## src/logic/csc_cfg.svh

```systemverilog
// Purpose: Register offsets, field positions, reset values and codes of the clock select control.
// Assumes: 32-bit Avalon-MM word addressing by byte address, one register per aligned word.
// Notes:   Definitions only.
`ifndef CSC_CFG_SVH
`define CSC_CFG_SVH
// ****************************************************************
// Register map
// ****************************************************************
`define CSC_ADDR_W          4
`define CSC_OFS_SYSCLK      4'h0
`define CSC_OFS_LOWPWR      4'h4
`define CSC_OFS_MODE        4'h8
`define CSC_OFS_STATUS      4'hC
// ****************************************************************
// Field positions and reset values
// ****************************************************************
`define CSC_RST_SYSCLK      8'h00
`define CSC_RST_LOWPWR      8'h00
`define CSC_SYSCLK_WMASK    8'hC7
`define CSC_BIT_OUT_DIS     7
`define CSC_BIT_BYPASS      5
`define CSC_SEL_FULL        3'h0
`define CSC_SEL_MAX         3'h5
`define CSC_DIV_W           5
// Duty correction threshold in kHz, and the bit width of the oscillator rate in kHz reported by the clock source.
`define CSC_DUTY_MIN_KHZ    20'h01388
`define CSC_FREQ_W          20
`endif

```

## src/logic/csc_pkg.sv

```systemverilog
// Purpose: Types shared by the clock select control files.
// Assumes: csc_cfg.svh holds the numbers.
// Notes:   Mode is one-hot.
`include "csc_cfg.svh"
package csc_pkg;
  // Power mode of the device as seen by this block.
  typedef enum logic [3:0] {
    CSC_MODE_RUN   = 4'h1,
    CSC_MODE_SLEEP = 4'h2,
    CSC_MODE_SSBY  = 4'h4,
    CSC_MODE_HSBY  = 4'h8
  } csc_mode_t;
  // Clock output pin signals.
  typedef struct packed {
    logic o;
    logic oe;
  } csc_pin_t;
endpackage

```

## src/logic/csc_divider.sv

```systemverilog
// Purpose: Medium-speed divider producing one-cycle enables for phi/2 to phi/32.
// Assumes: Runs on the system clock.
// Notes:   Select codes above the legal range are treated as full speed.
`include "csc_cfg.svh"
`timescale 1ns/1ps
`default_nettype none
module csc_divider
  import csc_pkg::*;
#(
  parameter int DIV_W = `CSC_DIV_W
) (
  input  wire logic       clock_in,
  input  wire logic       resetn_in,
  input  wire logic [2:0] select_in,
  output logic            tick_out
);
  // ****************************************************************
  // State
  // ****************************************************************
  typedef struct packed {
    logic [DIV_W-1:0] cnt;
    logic             tick;
  } csc_div_state_t;
  csc_div_state_t state_ff;
  csc_div_state_t nxt_state;
  logic [DIV_W-1:0] mask;  // Low counter bits that must all be one for a tick.

  // Builds the all-ones mask for a divide by two to the select power.
  function automatic logic [DIV_W-1:0] csc_mask(input logic [2:0] sel);
    logic [DIV_W-1:0] m;
    m = '0;
    for (int i = 0; i < DIV_W; i++) begin
      if (i < int'(sel)) begin
        m[i] = 1'b1;
      end
    end
    return m;
  endfunction

  // Free counter; a tick marks the last phi cycle of each divided period.
  always_comb begin
    mask = csc_mask(select_in);
    nxt_state = state_ff;
    nxt_state.cnt = state_ff.cnt + 1'b1;
    if (select_in == `CSC_SEL_FULL || select_in > `CSC_SEL_MAX) begin
      nxt_state.tick = 1'b1;  // Full speed: every cycle.
    end else begin
      nxt_state.tick = ((state_ff.cnt + 1'b1) & mask) == mask;
    end
  end

  always_ff @(posedge clock_in or negedge resetn_in) begin
    if (!resetn_in) begin
      state_ff <= '0;
    end else begin
      state_ff <= nxt_state;
    end
  end

  assign tick_out = state_ff.tick;
endmodule
`default_nettype wire

```

## src/logic/csc_sync.sv

```systemverilog
// Purpose: Two flip-flop synchroniser for a bus of pin levels.
// Assumes: Inputs are quasi-static levels.
// Notes:   First stage feeds only the second.
`timescale 1ns/1ps
`default_nettype none
module csc_sync
  import csc_pkg::*;
#(
  parameter int W = 1
) (
  input  wire logic         clock_in,
  input  wire logic         resetn_in,
  input  wire logic [W-1:0] d_in,
  output logic      [W-1:0] q_out
);
  // ****************************************************************
  // State
  // ****************************************************************
  typedef struct packed {
    logic [W-1:0] s1;
    logic [W-1:0] s2;
  } csc_sync_state_t;
  csc_sync_state_t state_ff;
  csc_sync_state_t nxt_state;

  // Shift the pin level through two stages.
  always_comb begin
    nxt_state.s1 = d_in;
    nxt_state.s2 = state_ff.s1;
  end

  always_ff @(posedge clock_in or negedge resetn_in) begin
    if (!resetn_in) begin
      state_ff <= '0;
    end else begin
      state_ff <= nxt_state;
    end
  end

  assign q_out = state_ff.s2;
endmodule
`default_nettype wire

```

## src/logic/csc_top.sv

```systemverilog
// Purpose: Clock select and low power control registers over Avalon-MM.
// Assumes: 100 MHz clock_in; mode and oscillator rate come from pins.
// Notes:   Waitrequest drops one cycle after a request; read data lands then.
//
// Implementation choices: the Avalon-MM slave port and the register offsets.
`include "csc_cfg.svh"
`timescale 1ns/1ps
`default_nettype none
module csc_top
  import csc_pkg::*;
(
  input  wire logic                     clock_in,
  input  wire logic                     resetn_in,
  input  wire logic [`CSC_ADDR_W-1:0]   avs_address_in,
  input  wire logic                     avs_read_in,
  input  wire logic                     avs_write_in,
  input  wire logic [31:0]              avs_writedata_in,
  input  wire logic [3:0]               avs_byteenable_in,
  output logic      [31:0]              avs_readdata_out,
  output logic                          avs_waitrequest_out,
  output logic      [1:0]               avs_response_out,
  input  wire logic                     sleep_req_in,
  input  wire logic                     soft_standby_in,
  input  wire logic                     hard_standby_in,
  input  wire logic [`CSC_FREQ_W-1:0]   osc_freq_khz_in,
  output logic                          clock_pin_out,
  output logic                          clock_pin_oe_out,
  output logic                          bus_clock_tick_out,
  output logic                          feedback_resistor_bypass_out,
  output logic                          duty_adjust_enable_out
);
  // ****************************************************************
  // State
  // ****************************************************************
  typedef struct packed {
    logic [7:0]  sysclk;       // System clock control register.
    logic [7:0]  lowpwr;       // Low power control register.
    logic        bypass_live;  // Bypass selection applied to the oscillator.
    csc_mode_t   mode;         // Current power mode.
    logic        ack;          // Answer phase of a bus access.
    logic [31:0] rdata;        // Read data.
    logic [1:0]  resp;         // Avalon response code.
    csc_pin_t    pin;          // Clock pin drive.
    logic        tick;         // Registered bus master clock enable.
    logic        duty_en;      // Duty correction in use.
  } csc_state_t;
  csc_state_t state_ff;
  csc_state_t nxt_state;

  logic [2:0]               mode_sync;  // Synchronised sleep, soft and hard standby pins.
  logic [`CSC_FREQ_W-1:0]   freq_sync;  // Synchronised oscillator rate.
  logic                     div_tick;   // Divider enable.
  logic                     req;        // Request in its first cycle.
  logic [7:0]               wbyte;      // Written low byte.

  // ****************************************************************
  // Pin synchronisers
  // ****************************************************************
  // Mode pins come from outside the clock domain, so two stages each.
  csc_sync #(.W(3)) u_mode_sync (
    .clock_in  (clock_in),
    .resetn_in (resetn_in),
    .d_in      ({hard_standby_in, soft_standby_in, sleep_req_in}),
    .q_out     (mode_sync)
  );
  // The rate is quasi-static; it only steers duty correction.
  csc_sync #(.W(`CSC_FREQ_W)) u_freq_sync (
    .clock_in  (clock_in),
    .resetn_in (resetn_in),
    .d_in      (osc_freq_khz_in),
    .q_out     (freq_sync)
  );

  // ****************************************************************
  // Medium-speed divider
  // ****************************************************************
  csc_divider #(.DIV_W(`CSC_DIV_W)) u_div (
    .clock_in  (clock_in),
    .resetn_in (resetn_in),
    .select_in (state_ff.sysclk[2:0]),
    .tick_out  (div_tick)
  );

  // Returns the power mode from the synchronised pins; hardware standby wins.
  function automatic csc_mode_t csc_decode_mode(input logic [2:0] p);
    csc_mode_t m;
    m = CSC_MODE_RUN;
    if (p[2]) begin
      m = CSC_MODE_HSBY;
    end else if (p[1]) begin
      m = CSC_MODE_SSBY;
    end else if (p[0]) begin
      m = CSC_MODE_SLEEP;
    end
    return m;
  endfunction

  // ****************************************************************
  // Next state
  // ****************************************************************
  // Requests are taken once; the ack cycle drops waitrequest and blocks a retake.
  always_comb begin
    req = (avs_read_in || avs_write_in) && !state_ff.ack;
    wbyte = avs_writedata_in[7:0];
    nxt_state = state_ff;
    nxt_state.mode = csc_decode_mode(mode_sync);
    nxt_state.ack = req;
    nxt_state.tick = div_tick;
    if (req) begin
      nxt_state.rdata = '0;
      nxt_state.resp = 2'h0;
      if (avs_address_in == `CSC_OFS_SYSCLK) begin
        nxt_state.rdata[7:0] = state_ff.sysclk;  // Reserved bits 5..3 are never stored.
        if (avs_write_in && avs_byteenable_in[0]) begin
          // Bit 6 stores what software writes; software keeps it zero.
          nxt_state.sysclk = wbyte & `CSC_SYSCLK_WMASK;
        end
      end else if (avs_address_in == `CSC_OFS_LOWPWR) begin
        nxt_state.rdata[7:0] = state_ff.lowpwr;
        if (avs_write_in && avs_byteenable_in[0]) begin
          nxt_state.lowpwr = wbyte;  // All eight bits store; only bit 5 acts.
        end
      end else if (avs_address_in == `CSC_OFS_MODE) begin
        nxt_state.rdata[3:0] = state_ff.mode;
      end else if (avs_address_in == `CSC_OFS_STATUS) begin
        nxt_state.rdata[1:0] = {state_ff.duty_en, state_ff.bypass_live};
      end else begin
        nxt_state.resp = 2'h2;  // Unmapped address: slave error, reads zero.
      end
    end
    // Bypass choice moves to the oscillator only on entry to software standby.
    if (nxt_state.mode == CSC_MODE_SSBY && state_ff.mode != CSC_MODE_SSBY) begin
      nxt_state.bypass_live = state_ff.lowpwr[`CSC_BIT_BYPASS];
    end
    // Duty correction needs no bypass and a fast enough oscillator.
    nxt_state.duty_en = !state_ff.bypass_live && (freq_sync >= `CSC_DUTY_MIN_KHZ);
    // Clock pin: toggles every cycle while enabled in run and sleep, a high level when disabled or in software standby.
    case (nxt_state.mode)
      CSC_MODE_HSBY: begin
        nxt_state.pin = '{o: 1'b0, oe: 1'b0};  // Floats.
      end
      CSC_MODE_SSBY: begin
        nxt_state.pin = '{o: 1'b1, oe: 1'b1};
      end
      default: begin
        nxt_state.pin = '{o: ~state_ff.sysclk[`CSC_BIT_OUT_DIS] ? ~state_ff.pin.o | state_ff.sysclk[7] : 1'b1,
                          oe: 1'b1};
      end
    endcase
    // Hardware standby clears both registers like a reset.
    if (nxt_state.mode == CSC_MODE_HSBY) begin
      nxt_state.sysclk = `CSC_RST_SYSCLK;
      nxt_state.lowpwr = `CSC_RST_LOWPWR;
      nxt_state.bypass_live = 1'b0;
    end
  end

  // ****************************************************************
  // Registers
  // ****************************************************************
  always_ff @(posedge clock_in or negedge resetn_in) begin
    if (!resetn_in) begin
      state_ff <= '{sysclk: `CSC_RST_SYSCLK, lowpwr: `CSC_RST_LOWPWR, bypass_live: 1'b0,
                    mode: CSC_MODE_RUN, ack: 1'b0, rdata: 32'h0, resp: 2'h0,
                    pin: '{o: 1'b1, oe: 1'b1}, tick: 1'b0, duty_en: 1'b0};
    end else begin
      state_ff <= nxt_state;
    end
  end

  assign avs_readdata_out             = state_ff.rdata;
  assign avs_waitrequest_out          = ~state_ff.ack;
  assign avs_response_out             = state_ff.resp;
  assign clock_pin_out                = state_ff.pin.o;
  assign clock_pin_oe_out             = state_ff.pin.oe;
  assign bus_clock_tick_out           = state_ff.tick;
  assign feedback_resistor_bypass_out = state_ff.bypass_live;
  assign duty_adjust_enable_out       = state_ff.duty_en;

  // ****************************************************************
  // Checks
  // ****************************************************************
  AST_SYSCLK_RESERVED: assert property (@(posedge clock_in) disable iff (!resetn_in)
    state_ff.sysclk[5:3] == 3'h0) else $error("reserved clock control bits not zero");
  AST_HSBY_CLEAR: assert property (@(posedge clock_in) disable iff (!resetn_in)
    state_ff.mode == CSC_MODE_HSBY |-> state_ff.sysclk == 8'h00 && state_ff.lowpwr == 8'h00)
    else $error("registers not cleared in hardware standby");
  AST_SSBY_KEEP: assert property (@(posedge clock_in) disable iff (!resetn_in)
    state_ff.mode == CSC_MODE_SSBY && !avs_write_in && nxt_state.mode != CSC_MODE_HSBY
      |=> $stable(state_ff.lowpwr))
    else $error("low power register changed in software standby");
  AST_PIN_SSBY: assert property (@(posedge clock_in) disable iff (!resetn_in)
    state_ff.mode == CSC_MODE_SSBY |-> ##1 (clock_pin_out && clock_pin_oe_out) || nxt_state.mode != CSC_MODE_SSBY)
    else $error("clock pin not high in software standby");
  AST_PIN_HSBY: assert property (@(posedge clock_in) disable iff (!resetn_in)
    state_ff.mode == CSC_MODE_HSBY && $past(nxt_state.mode) == CSC_MODE_HSBY |-> !clock_pin_oe_out)
    else $error("clock pin driven in hardware standby");
  AST_PIN_DISABLED: assert property (@(posedge clock_in) disable iff (!resetn_in)
    state_ff.sysclk[7] && nxt_state.mode == CSC_MODE_RUN |=> clock_pin_out)
    else $error("disabled clock pin toggled");
  AST_BYPASS_ENTRY: assert property (@(posedge clock_in) disable iff (!resetn_in)
    $changed(state_ff.bypass_live) && state_ff.mode != CSC_MODE_HSBY |-> state_ff.mode == CSC_MODE_SSBY
      && $past(state_ff.mode) != CSC_MODE_SSBY) else $error("bypass changed outside standby entry");
  AST_DUTY_SLOW: assert property (@(posedge clock_in) disable iff (!resetn_in)
    freq_sync < `CSC_DUTY_MIN_KHZ ##1 $stable(freq_sync) |-> !state_ff.duty_en)
    else $error("duty correction on below threshold");
  AST_FULL_SPEED: assert property (@(posedge clock_in) disable iff (!resetn_in)
    state_ff.sysclk[2:0] == 3'h0 [*3] |-> bus_clock_tick_out) else $error("full speed tick missing");
  // Helper for the divide by 32 check: cycles since the last tick, and ticks seen under one select.
  // The tick lags a select change by two registers, so the first two ticks after a change are not trusted.
  logic [5:0] gap_cnt_ff;    // Tickless cycles between the last bus clock tick and this cycle.
  logic [1:0] gap_ticks_ff;  // Ticks seen since the select last changed, saturating.
  logic [2:0] gap_sel_ff;    // Select code of the previous cycle.

  always_ff @(posedge clock_in or negedge resetn_in) begin
    if (!resetn_in) begin
      gap_cnt_ff   <= 6'h00;
      gap_ticks_ff <= 2'h0;
      gap_sel_ff   <= 3'h0;
    end else begin
      gap_cnt_ff <= bus_clock_tick_out ? 6'h00 : gap_cnt_ff + 6'h01;
      gap_sel_ff <= state_ff.sysclk[2:0];
      if (state_ff.sysclk[2:0] != gap_sel_ff) begin
        gap_ticks_ff <= 2'h0;
      end else if (bus_clock_tick_out && gap_ticks_ff != 2'h3) begin
        gap_ticks_ff <= gap_ticks_ff + 2'h1;
      end
    end
  end

  AST_DIV32: assert property (@(posedge clock_in) disable iff (!resetn_in)
    bus_clock_tick_out && gap_ticks_ff >= 2'h2 && state_ff.sysclk[2:0] == 3'h5
      && gap_sel_ff == 3'h5 |-> gap_cnt_ff == 6'h1F) else $error("divide by 32 spacing wrong");
endmodule
`default_nettype wire

```

## config.mk

```make
export PLATFORM = sky130hd
export DESIGN_NAME = csc_top
export DESIGN_NICKNAME = d
export VERILOG_FILES = /design/src/logic/csc_pkg.sv /design/src/logic/csc_divider.sv /design/src/logic/csc_sync.sv /design/src/logic/csc_top.sv
export VERILOG_INCLUDE_DIRS = /design/src /design/src/logic
export SDC_FILE = /design/constraint.sdc
export NUM_CORES = 1
export LEC_CHECK = 0
export BUFFER_PORTS_ARGS = -buffer_cell sky130_fd_sc_hd__buf_2
export CORE_UTILIZATION = 52
export DETAILED_ROUTE_END_ITERATION = 12
export PLACE_DENSITY = 0.84
export RECOVER_POWER = 25
export SLEW_MARGIN = 20
export SYNTH_ARGS = -nofsm -noshare
export SYNTH_HDL_FRONTEND = slang
export SYNTH_SLANG_ARGS = --single-unit
```

## constraint.sdc

```tcl
create_clock -name clock_in -period 3.37 [get_ports clock_in]
set_clock_uncertainty 0.1 [all_clocks]
set_input_delay 0.1685 -clock clock_in [delete_from_list [all_inputs] [get_ports clock_in]]
set_output_delay 0.1685 -clock clock_in [all_outputs]
set_load 0.02 [all_outputs]
```

; ---- Word level (Yosys, flattened, before mapping)
; Cells that the tools add are included.
[word_totals]
regBits = 88
in_bits = 67
out_inout_bits = 40
elab_cells = 83
[classes]
n_addsub = 1
order_cmp = 7
n_eq_ne = 8
muxes = 29
n_bitwise = 4
n_reduce_logical = 17
[op_table]
columns = cell, count
row1 = $mux 8, 6
row2 = $ge 20x13->1 const B, 1
row3 = $mux 17, 1
row4 = $mux 16, 1
row5 = $mux 2, 8
row6 = $mux 4, 4
row7 = $eq 4x4->1 const B, 3
row8 = $reduce_bool 2->1, 5
row9 = $eq 4x3->1 const B, 2
row10 = $mux 1, 8
row11 = $lt 1x3->1 const A, 2
row12 = $lt 2x3->1 const A, 2
row13 = $add 5x1->5 const B, 1
row14 = $and 5x5->5, 1
row15 = $eq 5x5->1, 1
row16 = $logic_and 1x1->1, 4
row17 = $logic_not 4->1, 1
row18 = $ne 4x3->1 const B, 1
row19 = $pmux 2 s2, 1
row20 = $reduce_and 4->1, 1
row21 = $gt 3x3->1 const B, 1
row22 = $logic_not 3->1, 1
row23 = $lt 3x3->1 const A, 1
row24 = $reduce_and 3->1, 1
row25 = 5 further kinds, 8

; ---- Longest topological paths before layout
; Gate-level depths: netlist of run 1.
[depth]
ltp_word = 7
ltp_mapped = 5
mapped_depth_nobuf = 5

; ---- Cells and area by module
; A second synthesis of run 1 with hierarchy kept.
[hier_totals]
cells_unflattened = 232
hier_area_um2 = 3133.0
[modules_own_cells]
columns = module, instances, cells_per_inst, area_per_inst_um2, seq_area_each_um2
row1 = csc_top, 1, 165, 1720.4, 804.5
row2 = csc_sync at u_freq_sync, 1, 40, 1001.0, 1001.0
row3 = csc_divider, 1, 21, 261.5, 150.1
row4 = csc_sync at u_mode_sync, 1, 6, 150.1, 150.1

; ---- Worst setup path after synthesis of run 1
; OpenSTA, ideal clock, no wires.
[synth_path]
kind = reg2reg
from = register u_div.state_ff[1] (netlist name)
to = register u_div.state_ff, in the netlist u_div.tick_out
setup_time_ns = 0.124
arrival_ns = 1.449
required_ns = 3.146
setup_slack_ns = 1.697
path_stages_with_launch = 6
path_buffers = 0
period_less_slack_ns = 1.673
path_cell_list = dfrtp_1 ha_1 nor2b_1 a211oi_1 a211oi_1 a211o_1
[synth_lines]
columns = element, line_no
row1 = from (decl), csc_divider.sv:24  ; csc_div_state_t state_ff;
row2 = from (signal assigned), csc_divider.sv:56  ; state_ff <= nxt_state;

==> results of run 1 <==
==> worst min path at each step <==
stage / startpoint / end / slack [ns] / cells past startpoint
final: avs_address_in[0] / avs_response_out[1] / 0.04 / 3
after global routing: avs_address_in[1] / avs_readdata_out[2] / 0.07 / 3
after CTS: avs_address_in[0] / avs_response_out[1] / 0.03 / 3
after detailed placement: osc_freq_khz_in[10] / u_freq_sync.nxt_state[10] / 0.18 / 1
after global placement: osc_freq_khz_in[16] / u_freq_sync.nxt_state[16] / 0.18 / 1
after floorplan: resetn_in / avs_readdata_out[0] / -0.23 / 0
==> power by group through the flow <==
| stage | Clock (mW) | Combinational (mW) | Sequential (mW) |
|---|---|---|---|
| 4_1_cts | 0.800 | 0.135 | 0.986 |
| 3_3_place_gp | 0 | 0.107 | 1.00 |
| 2_1_floorplan | 0 | 0.0858 | 1.00 |
| 5_1_grt | 0.849 | 0.149 | 0.990 |
| 6_report | 0.773 | 0.135 | 0.986 |
| 3_5_place_dp | 0 | 0.110 | 1.00 |
==> metrics by stage <==
step                      cell area, µm²  setup WS (ns)  utilization [%]
final                               3570           1.57             68.1
after global routing                3570           1.47             68.1
after CTS                           3570           1.57             68.1
after detailed placement            3050           1.59             58.1
after global placement              3050           1.61             58.1
after floorplan                     2980           1.70                -
==> repair_timing <==
action	CTS	global route
hold buffers	29	0
hold endpoints to repair	108	0
resized for setup	0	0
==> registers in the layout, indices dropped and copies added, names as in the netlist, 3 cells and up <==
| signal | count |
|---|---|
| avs_readdata_out | 8 |
| state_ff | 18 |
| u_div.state_ff | 5 |
| u_freq_sync.nxt_state | 17 |
| u_freq_sync.q_out | 17 |
| u_mode_sync.nxt_state | 3 |
| u_mode_sync.q_out | 3 |
==> metal layers <==
layer / GRT usage, % / vias to the layer above / wire length (µm)
met5: 0 / - / 0
met3: 8.38 / 7 / 314
li1: - / 810 / -
met4: 5.77 / 0 / 61
met2: 30.2 / 62 / 2360
met1: 20.7 / 812 / 1900
==> layout by cell type, fill, tap and decap left out, types with 2 or more instances in the layout <==
master	count
nand2_1	6
o21ai_0	3
conb_1	25
clkinvlp_4	2
dfstp_2	3
mux4_1	2
clkbuf_8	10
a211oi_1	3
mux2i_1	17
dfrtp_1	75
inv_6	2
a21oi_1	3
xor2_1	3
nand3_1	3
o21ai_1	2
nor2_1	21
inv_1	7
a22o_1	2
buf_2	50
dlygate4sd3_1	29
bufinv_16	2
nor3_1	3
a32o_1	2
nor2b_1	3
nor4_1	2
==> cells by family (layout without fill, tap and decap cells) <==
group,Yosys count,in the layout,share of synthesized area (%)
AO/OA/AOI/OAI,19,19,4.54
flip-flops,78,78,67.6
XOR/XNOR,3,3,0.908
buffers and inverters,46,103,10.7
AND/OR/NAND/NOR,46,46,8.00
adder cells (fa/ha/maj),1,1,0.432
multiplexers,19,19,7.70
other,1,25,0.130
==> cells in the mapped netlist <==
cell type   n
o41ai_1     1
and4b_1     1
nor2_1     21
o21ai_1     2
a32o_1      2
nand2_1     6
mux4_1      2
a211o_1     1
conb_1      1
nor3_2      1
nor2b_1     3
dfrtp_1    75
and2_1      1
and2b_1     1
a211oi_1    3
buf_4      34
a21oi_1     3
xor2_1      3
or3_1       1
nor3_1      3
o31ai_1     1
dfstp_2     3
nor4_1      2
nand4_2     1
buf_6       1
inv_1       7
ha_1        1
o21ai_0     3
nor3b_1     1
a22o_1      2
nor4b_1     1
a31oi_1     1
mux2i_1    17
nand3_1     3
clkbuf_1    3
buf_2       1
==> layout make-up <==
type | count | area, µm² | area share (%)
clock buffers | 10 | 138 | 3.86
clock inverters | 6 | 92.6 | 2.60
inverters | 7 | 26.3 | 0.737
multi-input cells | 113 | 718 | 20.1
flip-flops and latches | 78 | 1960 | 54.8
well taps | 70 | 87.6 | 2.46
repair buffers | 80 | 548 | 15.4
==> critical path, cell delays in order (launching register included) <==
cell and delay (ns):
dfrtp_1 0.44, ha_1 0.34, nor4b_1 0.15, a211oi_1 0.28, a211oi_1 0.09, a211o_1 0.28
==> results.json, run 1 <==
{
  "wirelength_mm": 4.64,
  "pwr-share-seq_pct": 52.0,
  "nets": 357,
  "endpoint_kind": "register",
  "path_clk_slew_ns": 0.08,
  "clockBufferDepth": 2,
  "io_pins": 107,
  "synthTopCellsByArea": "dfrtp_1 (65%), buf_4 (8.8%), mux2i_1 (5.9%)",
  "grt_max_degree": 79,
  "numPortBuffers": 51,
  "crit_fanout": 6,
  "synthCells": 213,
  "grt_pass1_vias": 1666,
  "rr_worst_depth": 5,
  "initial_utilization_pct": 55.2,
  "startpoint_type": "register",
  "relSlewSlack_pct": 39.4,
  "hold_class": "primary input to register",
  "fmax_ghz": 0.557,
  "place_hpwl_mm": 2.84,
  "ys_warn_count": 0,
  "grt_pass1_wl_mm": 7.71,
  "postCtsSetupRepairBufs": 0,
  "htreeDepth": 3,
  "hold_viol": 0,
  "die_w_um": 76.6,
  "dieHeight_um": 76.6,
  "post-route-min-period_ns": 1.80,
  "fin_total_pwr_mw": 1.89,
  "startpoint": "u_div.state_ff[1]",
  "share_comb_of_total_power_pct": 7.1,
  "rsz0062_at_grt": "no",
  "place_congestion": 0.758,
  "r2r-start": "u_div.state_ff[1]",
  "p_int_mw": 1.47,
  "clkLatencyLatePin_ns": 0.35,
  "synth_area_leader_cell": "dfrtp_1",
  "root_buffer": "clkbuf_8",
  "grt_use_total_pct": 18.1,
  "p_switching_uw": 429,
  "place_inst": 319,
  "leakage_nw": 1.79,
  "worst_pin_slew_ns": 0.909,
  "vias": 1691,
  "cts_made_buffers": 9,
  "antenna_found_initial": 0,
  "rows": 26,
  "synth-seq-cells": 78,
  "required_ns": 3.50,
  "fillerInstances": 400,
  "drive_gt1_share_pct": 24.5,
  "switching_share_pct": 22.7,
  "drt_iter0_markers": 35,
  "reg2reg_to": "u_div.tick_out",
  "antennaDiodeCount": 0,
  "synth.avg_cell_area_um2": 13.6,
  "ir_drop_uv": 452,
  "tns_ns": 0,
  "grt.overflow.total": 0,
  "outcome": "finished clean",
  "seq_area_frac_synth_pct": 67.6,
  "yosysUniqueCellTypes": 36,
  "worstPathArrival_ns": 1.93,
  "core_mm2": 0.00524,
  "setup_violations": 0,
  "rrSetupSlack_ns": 1.57,
  "path_class": "register to register",
  "drcViolationCount": 0,
  "syn_area_mm2": 0.00289,
  "routedWlPerCell_um": 12.7,
  "syn2layout_area_growth_pct": 23.3,
  "pwr_density_cell_mw_per_mm2": 531,
  "finalCritPeriodShare_pct": 53.3,
  "clock_sinks": 78,
  "dr.pass1.iters": 4,
  "clockPowerShare_pct": 40.8,
  "cts_tree": "yes",
  "hold_slack_ns": 0.0418,
  "maxCapViolCount": 0,
  "viasPerCell": 4.65,
  "crit_path_end": "u_div.tick_out",
  "finalNonFillerCells": 364,
  "ant_nets": 0,
  "synth_top_area_share_pct": 64.9,
  "final_max_slew_viol_count": 0,
  "dieArea_mm2": 0.00587
}
(Power assumes the default switching activity.)
==> run 2, diff against run 1 <==
- CORE_UTILIZATION: 52 -> 48
- PLACE_DENSITY: 0.84 -> 0.78
- clock period: 3.37 -> 1.8 ns (I/O delays scaled with it)
==> run 2 against run 1 <==
Final cell count grew 2.5%. Flip-flop and latch count did not move. Count of clock-buffer cells in the layout rose by 1. Highest routed layer unchanged.
==> results.json, run 2 (same netlist as run 1, synthesis figures left out) <==
{
  "grt_pass1_vias": 1818,
  "clock_sinks": 78,
  "ir_drop_uv": 705,
  "grt.overflow.total": 0,
  "place_area_mm2": 0.00309,
  "path_class": "register to register",
  "crit_fanout": 3,
  "routedWlPerCell_um": 13.0,
  "leakage_nw": 1.81,
  "initial_utilization_pct": 51.3,
  "dieHeight_um": 79.6,
  "ant_nets": 0,
  "worstPathArrival_ns": 1.81,
  "cts_made_buffers": 9,
  "multiInputGateArea_um2": 739,
  "rrSetupSlack_ns": 0.13,
  "wirelength_mm": 4.86,
  "place_hpwl_mm": 3.05,
  "outcome": "finished clean",
  "tns_ns": 0,
  "drt_iter0_markers": 79,
  "cts_tree": "yes",
  "fin_area_mm2": 0.00364,
  "die_w_um": 79.6,
  "hold_viol": 0,
  "relSlewSlack_pct": 56.3,
  "antennaDiodeCount": 0,
  "drive_gt1_share_pct": 25.2,
  "dieArea_mm2": 0.00634,
  "layout_commonest_cell": "dfrtp_1",
  "antenna_found_initial": 0,
  "top_register": "state_ff",
  "setup_violations": 0,
  "fillerInstances": 425,
  "hold_class": "primary input to register",
  "grt_pass1_wl_mm": 8.01,
  "place_congestion": 0.712,
  "endpoint_kind": "register",
  "postCtsSetupRepairBufs": 0,
  "final_max_slew_viol_count": 0,
  "path_clk_slew_ns": 0.09,
  "finalCritPeriodShare_pct": 92.9,
  "rows": 27,
  "grt_max_degree": 43,
  "required_ns": 1.94,
  "startpoint_type": "register",
  "nets": 364,
  "fin_util_pct": 64.4,
  "drcViolationCount": 0,
  "seqCellArea_mm2": 0.00196,
  "worst_pin_slew_ns": 0.655,
  "htreeDepth": 3,
  "layout_common_cells": "dfrtp_1 (75), buf_2 (49), dlygate4sd3_1 (31)",
  "clockBufferDepth": 2,
  "vias": 1731,
  "numPortBuffers": 51,
  "rsz0062_at_grt": "no",
  "place_inst": 326,
  "maxCapViolCount": 0,
  "syn2layout_area_growth_pct": 25.7,
  "dr.pass1.iters": 5,
  "grt_use_total_pct": 17.4,
  "fmax_ghz": 0.598,
  "finalNonFillerCells": 373,
  "viasPerCell": 4.64,
  "clkLatencyLatePin_ns": 0.35,
  "io_pins": 107,
  "core_mm2": 0.00564,
  "pwr_density_cell_mw_per_mm2": 974,
  "root_buffer": "clkbuf_8",
  "largest_register_ffs": 18,
  "post-route-min-period_ns": 1.67
}
run 2: cell count changes in the layout (fill, tap and decap cells not counted), sizes merged:
| cell | delta |
|---|---|
| buf | +3 |
| clkbuf | +3 |
| clkinvlp | -2 |
| inv | -2 |
| dlygate4sd3 | +2 |
| clkinv | +3 |
run 2: critical path, stage by stage (launching register included):
cell	delay (ns)
dfrtp_1	0.39
ha_1	0.32
nor2b_1	0.15
a211oi_2	0.25
a211oi_1	0.08
a211o_1	0.28
run 2: area by class of cell:
class                   instances  area share (%)
repair buffers                 87            16.5
clock buffers                  11            3.89
multi-input cells             113            20.3
flip-flops and latches         78            53.8
inverters                       7           0.723
well taps                      72            2.48
clock inverters                 5            2.27
run 2: where the power goes:
part	total, mW	internal [mW]	switching [mW]
Sequential	1.85	1.82	0.0287
Combinational	0.270	0.111	0.159
Clock	1.43	0.822	0.606
run 2: per-layer routing:
metal / part of all wire [%] / global-route usage [%] / up-vias
met5: 0 / 0 / -
met4: 1.4 / 7.09 / 0
met3: 6.0 / 5.60 / 7
met2: 49 / 29.6 / 73
met1: 43 / 20.2 / 827
li1: - / - / 824
run 2: stage by stage:
step | hold WS (ns) | total power [mW] | setup WS (ns)
floorplan | -0.306 | 2.03 | 0.127
global placement | -0.0211 | 2.09 | 0.123
detailed placement | -0.0128 | 2.09 | 0.0999
CTS | 0.0785 | 3.57 | 0.0653
global route | 0.145 | 3.70 | 0.0327
finish | 0.103 | 3.54 | 0.129
run 2: worst paths after layout:
kind                       cells past startpoint                      from                   end
max                                            5         u_div.state_ff[1]        u_div.tick_out
min                                            3               avs_read_in          state_ff[38]
max reg2reg                                    5         u_div.state_ff[1]        u_div.tick_out
min reg2reg                                    0  u_freq_sync.nxt_state[9]  u_freq_sync.q_out[9]
max in group asynchronous                      3                 resetn_in   avs_readdata_out[3]
min in group asynchronous                      2                 resetn_in          state_ff[52]
run 2: what timing repair did:
action | CTS | global route
hold buffers | 31 | 0
gates resized for setup | 0 | 4
endpoints found under the hold margin | 74 | 0
endpoints found under the setup margin | 0 | 12
==> run 3, diff against run 2 <==
- ABC_AREA: default -> 1
- CORE_UTILIZATION: 48 -> 49
==> run 3 against run 2 <==
Core utilization shrank 1.8 points. Die area up 4.3%. First-iteration DRC count increased by 130%. Final cell count increased by 19%. Critical path depth fell by 1. Worst hold slack got worse by 0.082 ns. Non-clock buffer count shrank 5. Sequential power grew 2%. Via count rose by 17%. Area after synthesis rose by 6.6%. Critical path type unchanged.
==> results.json, run 3 <==
{
  "synth_top_flop_cell": "dfrtp_1",
  "cts_tree": "yes",
  "hold_class": "primary input to register",
  "layout_commonest_cell": "dfrtp_1",
  "top_register": "state_ff",
  "rows": 28,
  "place_hpwl_mm": 3.61,
  "synthCells": 285,
  "rsz0062_at_grt": "no",
  "place_inst": 399,
  "synth_area_leader_cell": "dfrtp_1",
  "cp_cell_sequence": "inv_2 -> nand2_1 -> nand3_1 -> nand2_1",
  "fmax_ghz": 0.719,
  "worstPathArrival_ns": 1.53,
  "crit_top_cell": "nand2_1",
  "synthTopCellsByArea": "dfrtp_1 (61%), buf_4 (8.3%), nand2_1 (7.2%)",
  "cts_hold_buf": 29,
  "synth-compound-area-share_pct": 3.73,
  "routedWlPerCell_um": 12.5,
  "synth_top_family_by_area": "simple AND/OR/NAND/NOR gates",
  "outcome": "finished clean",
  "grt_use_total_pct": 19.5,
  "antennaDiodeCount": 0,
  "pwr_density_cell_mw_per_mm2": 950,
  "vias": 2032,
  "fillerInstances": 501,
  "nets": 432,
  "synth-seq-cells": 78,
  "die_w_um": 81.3,
  "place_area_mm2": 0.00327,
  "ys_warn_count": 0,
  "clock_sinks": 78,
  "critPathMaxStageDelay_ns": 0.50,
  "drive_gt1_share_pct": 24.7,
  "multiInputGateArea_um2": 858,
  "critPathSlowestCell": "dfrtp_1",
  "synth-xor-area-share_pct": 0.284,
  "dieHeight_um": 81.3,
  "seq_area_frac_synth_pct": 63.4,
  "final_max_slew_viol_count": 0,
  "endpoint_kind": "register",
  "grt_pass1_vias": 1990,
  "antenna_found_initial": 0,
  "grt.overflow.total": 0,
  "viasPerCell": 4.58,
  "cts_made_buffers": 9,
  "syn_area_mm2": 0.00308,
  "htreeDepth": 3,
  "ys_top_cells_by_count": "dfrtp_1 (75), nand2_1 (59), buf_4 (34)",
  "finalCritPeriodShare_pct": 77.2,
  "seqCellArea_mm2": 0.00196,
  "ir_drop_uv": 704,
  "layout_common_cells": "dfrtp_1 (75), nand2_1 (59), buf_2 (50)",
  "core_mm2": 0.00599,
  "path_class": "register to register",
  "cts.repair.resized": 0,
  "grt_max_degree": 79,
  "muxShareOfSynthArea_pct": 0,
  "clockBufferDepth": 2,
  "initial_utilization_pct": 51.5,
  "fin_area_mm2": 0.00376,
  "wirelength_mm": 5.54,
  "place_congestion": 0.808,
  "crit_fanout": 19,
  "synthAdderAreaFrac_pct": 0.406,
  "drt_iter0_markers": 183,
  "startpoint_type": "register",
  "drcViolationCount": 0,
  "leakage_nw": 1.93,
  "finalNonFillerCells": 444,
  "io_pins": 107,
  "dr.pass1.iters": 5,
  "grt_pass1_wl_mm": 9.16,
  "setup_violations": 0,
  "path_clk_slew_ns": 0.08,
  "largest_register_ffs": 18,
  "postCtsSetupRepairBufs": 0,
  "yosysUniqueCellTypes": 27,
  "hold_viol": 0,
  "maxCapViolCount": 0,
  "clkLatencyLatePin_ns": 0.35,
  "required_ns": 1.94,
  "synthArstFlopShare_pct": 100,
  "tns_ns": 0,
  "synth.avg_cell_area_um2": 10.8,
  "dieArea_mm2": 0.00661,
  "synth_edf_count": 0,
  "yosysMostFrequentCell": "dfrtp_1",
  "root_buffer": "clkbuf_8",
  "synth_simple_gate_area_share_pct": 20.4,
  "ant_nets": 0,
  "post-route-min-period_ns": 1.39,
  "syn2layout_area_growth_pct": 21.8,
  "numPortBuffers": 51,
  "synth_top_area_share_pct": 60.9
}
## run 3: layout make-up
type	count	area share [%]
Sequential cell	78	52.1
Timing Repair Buffer	82	15.2
Inverter	20	2.07
Clock inverter	6	1.90
Clock buffer	10	3.40
Multi-Input combinational cell	173	22.9
Tap cell	75	2.50
## run 3: cell families (layout without fill, tap and decap cells)
logic type,after synthesis,count (layout)
adder cells (fa/ha/maj),1,1
flip-flops,78,78
AO/OA/AOI/OAI,19,19
XOR/XNOR,1,1
buffers and inverters,58,118
AND/OR/NAND/NOR,127,127
other,1,25
## run 3: layer usage
layer  vias to the layer above  global-route usage, %  wire length (µm)
met4                         0                   9.29                86
met5                         -                      0                 0
met3                         9                   6.07               303
li1                       1013                      -                 -
met1                       938                   24.6              2450
met2                        72                   30.4              2700
## run 3: final timing paths
| kind | start | end | slack [ns] | cells after the start |
|---|---|---|---|---|
| worst max-delay path | u_mode_sync.q_out[2] | state_ff[48] | 0.41 | 4 |
| worst min-delay path | avs_address_in[0] | avs_response_out[1] | 0.02 | 3 |
| worst max register to register | u_mode_sync.q_out[2] | state_ff[48] | 0.41 | 4 |
| worst min register to register | u_freq_sync.nxt_state[17] | u_freq_sync.q_out[17] | 0.25 | 0 |
| max in group asynchronous | resetn_in | clock_pin_oe_out | 1.04 | 3 |
| min in group asynchronous | resetn_in | duty_adjust_enable_out | 0.22 | 3 |
## run 3: power by group
group	total [mW]	switching (mW)	internal, mW
clock network	1.29	0.642	0.650
registers	1.89	0.0474	1.85
logic	0.381	0.242	0.140
total	3.57	0.931	2.64
## run 3: critical path: cells and delay by family (launching register included)
family,cells,cell delay [ns]
buffers and inverters,1,0.34
and+or+nand+nor,3,0.34
DFF,1,0.50
## run 3: per-stage QoR
| stage | hold slack [ns] | utilization [%] | worst slack [ns] | power [mW] |
|---|---|---|---|---|
| floorplan | -0.306 | - | 0.592 | 2.18 |
| global placement | 0.0488 | 54.6 | 0.471 | 2.25 |
| detailed placement | 0.0549 | 54.6 | 0.444 | 2.26 |
| CTS | 0.0141 | 62.7 | 0.410 | 3.60 |
| global route | 0.0516 | 62.7 | 0.314 | 3.74 |
| finish | 0.0209 | 62.7 | 0.410 | 3.57 |
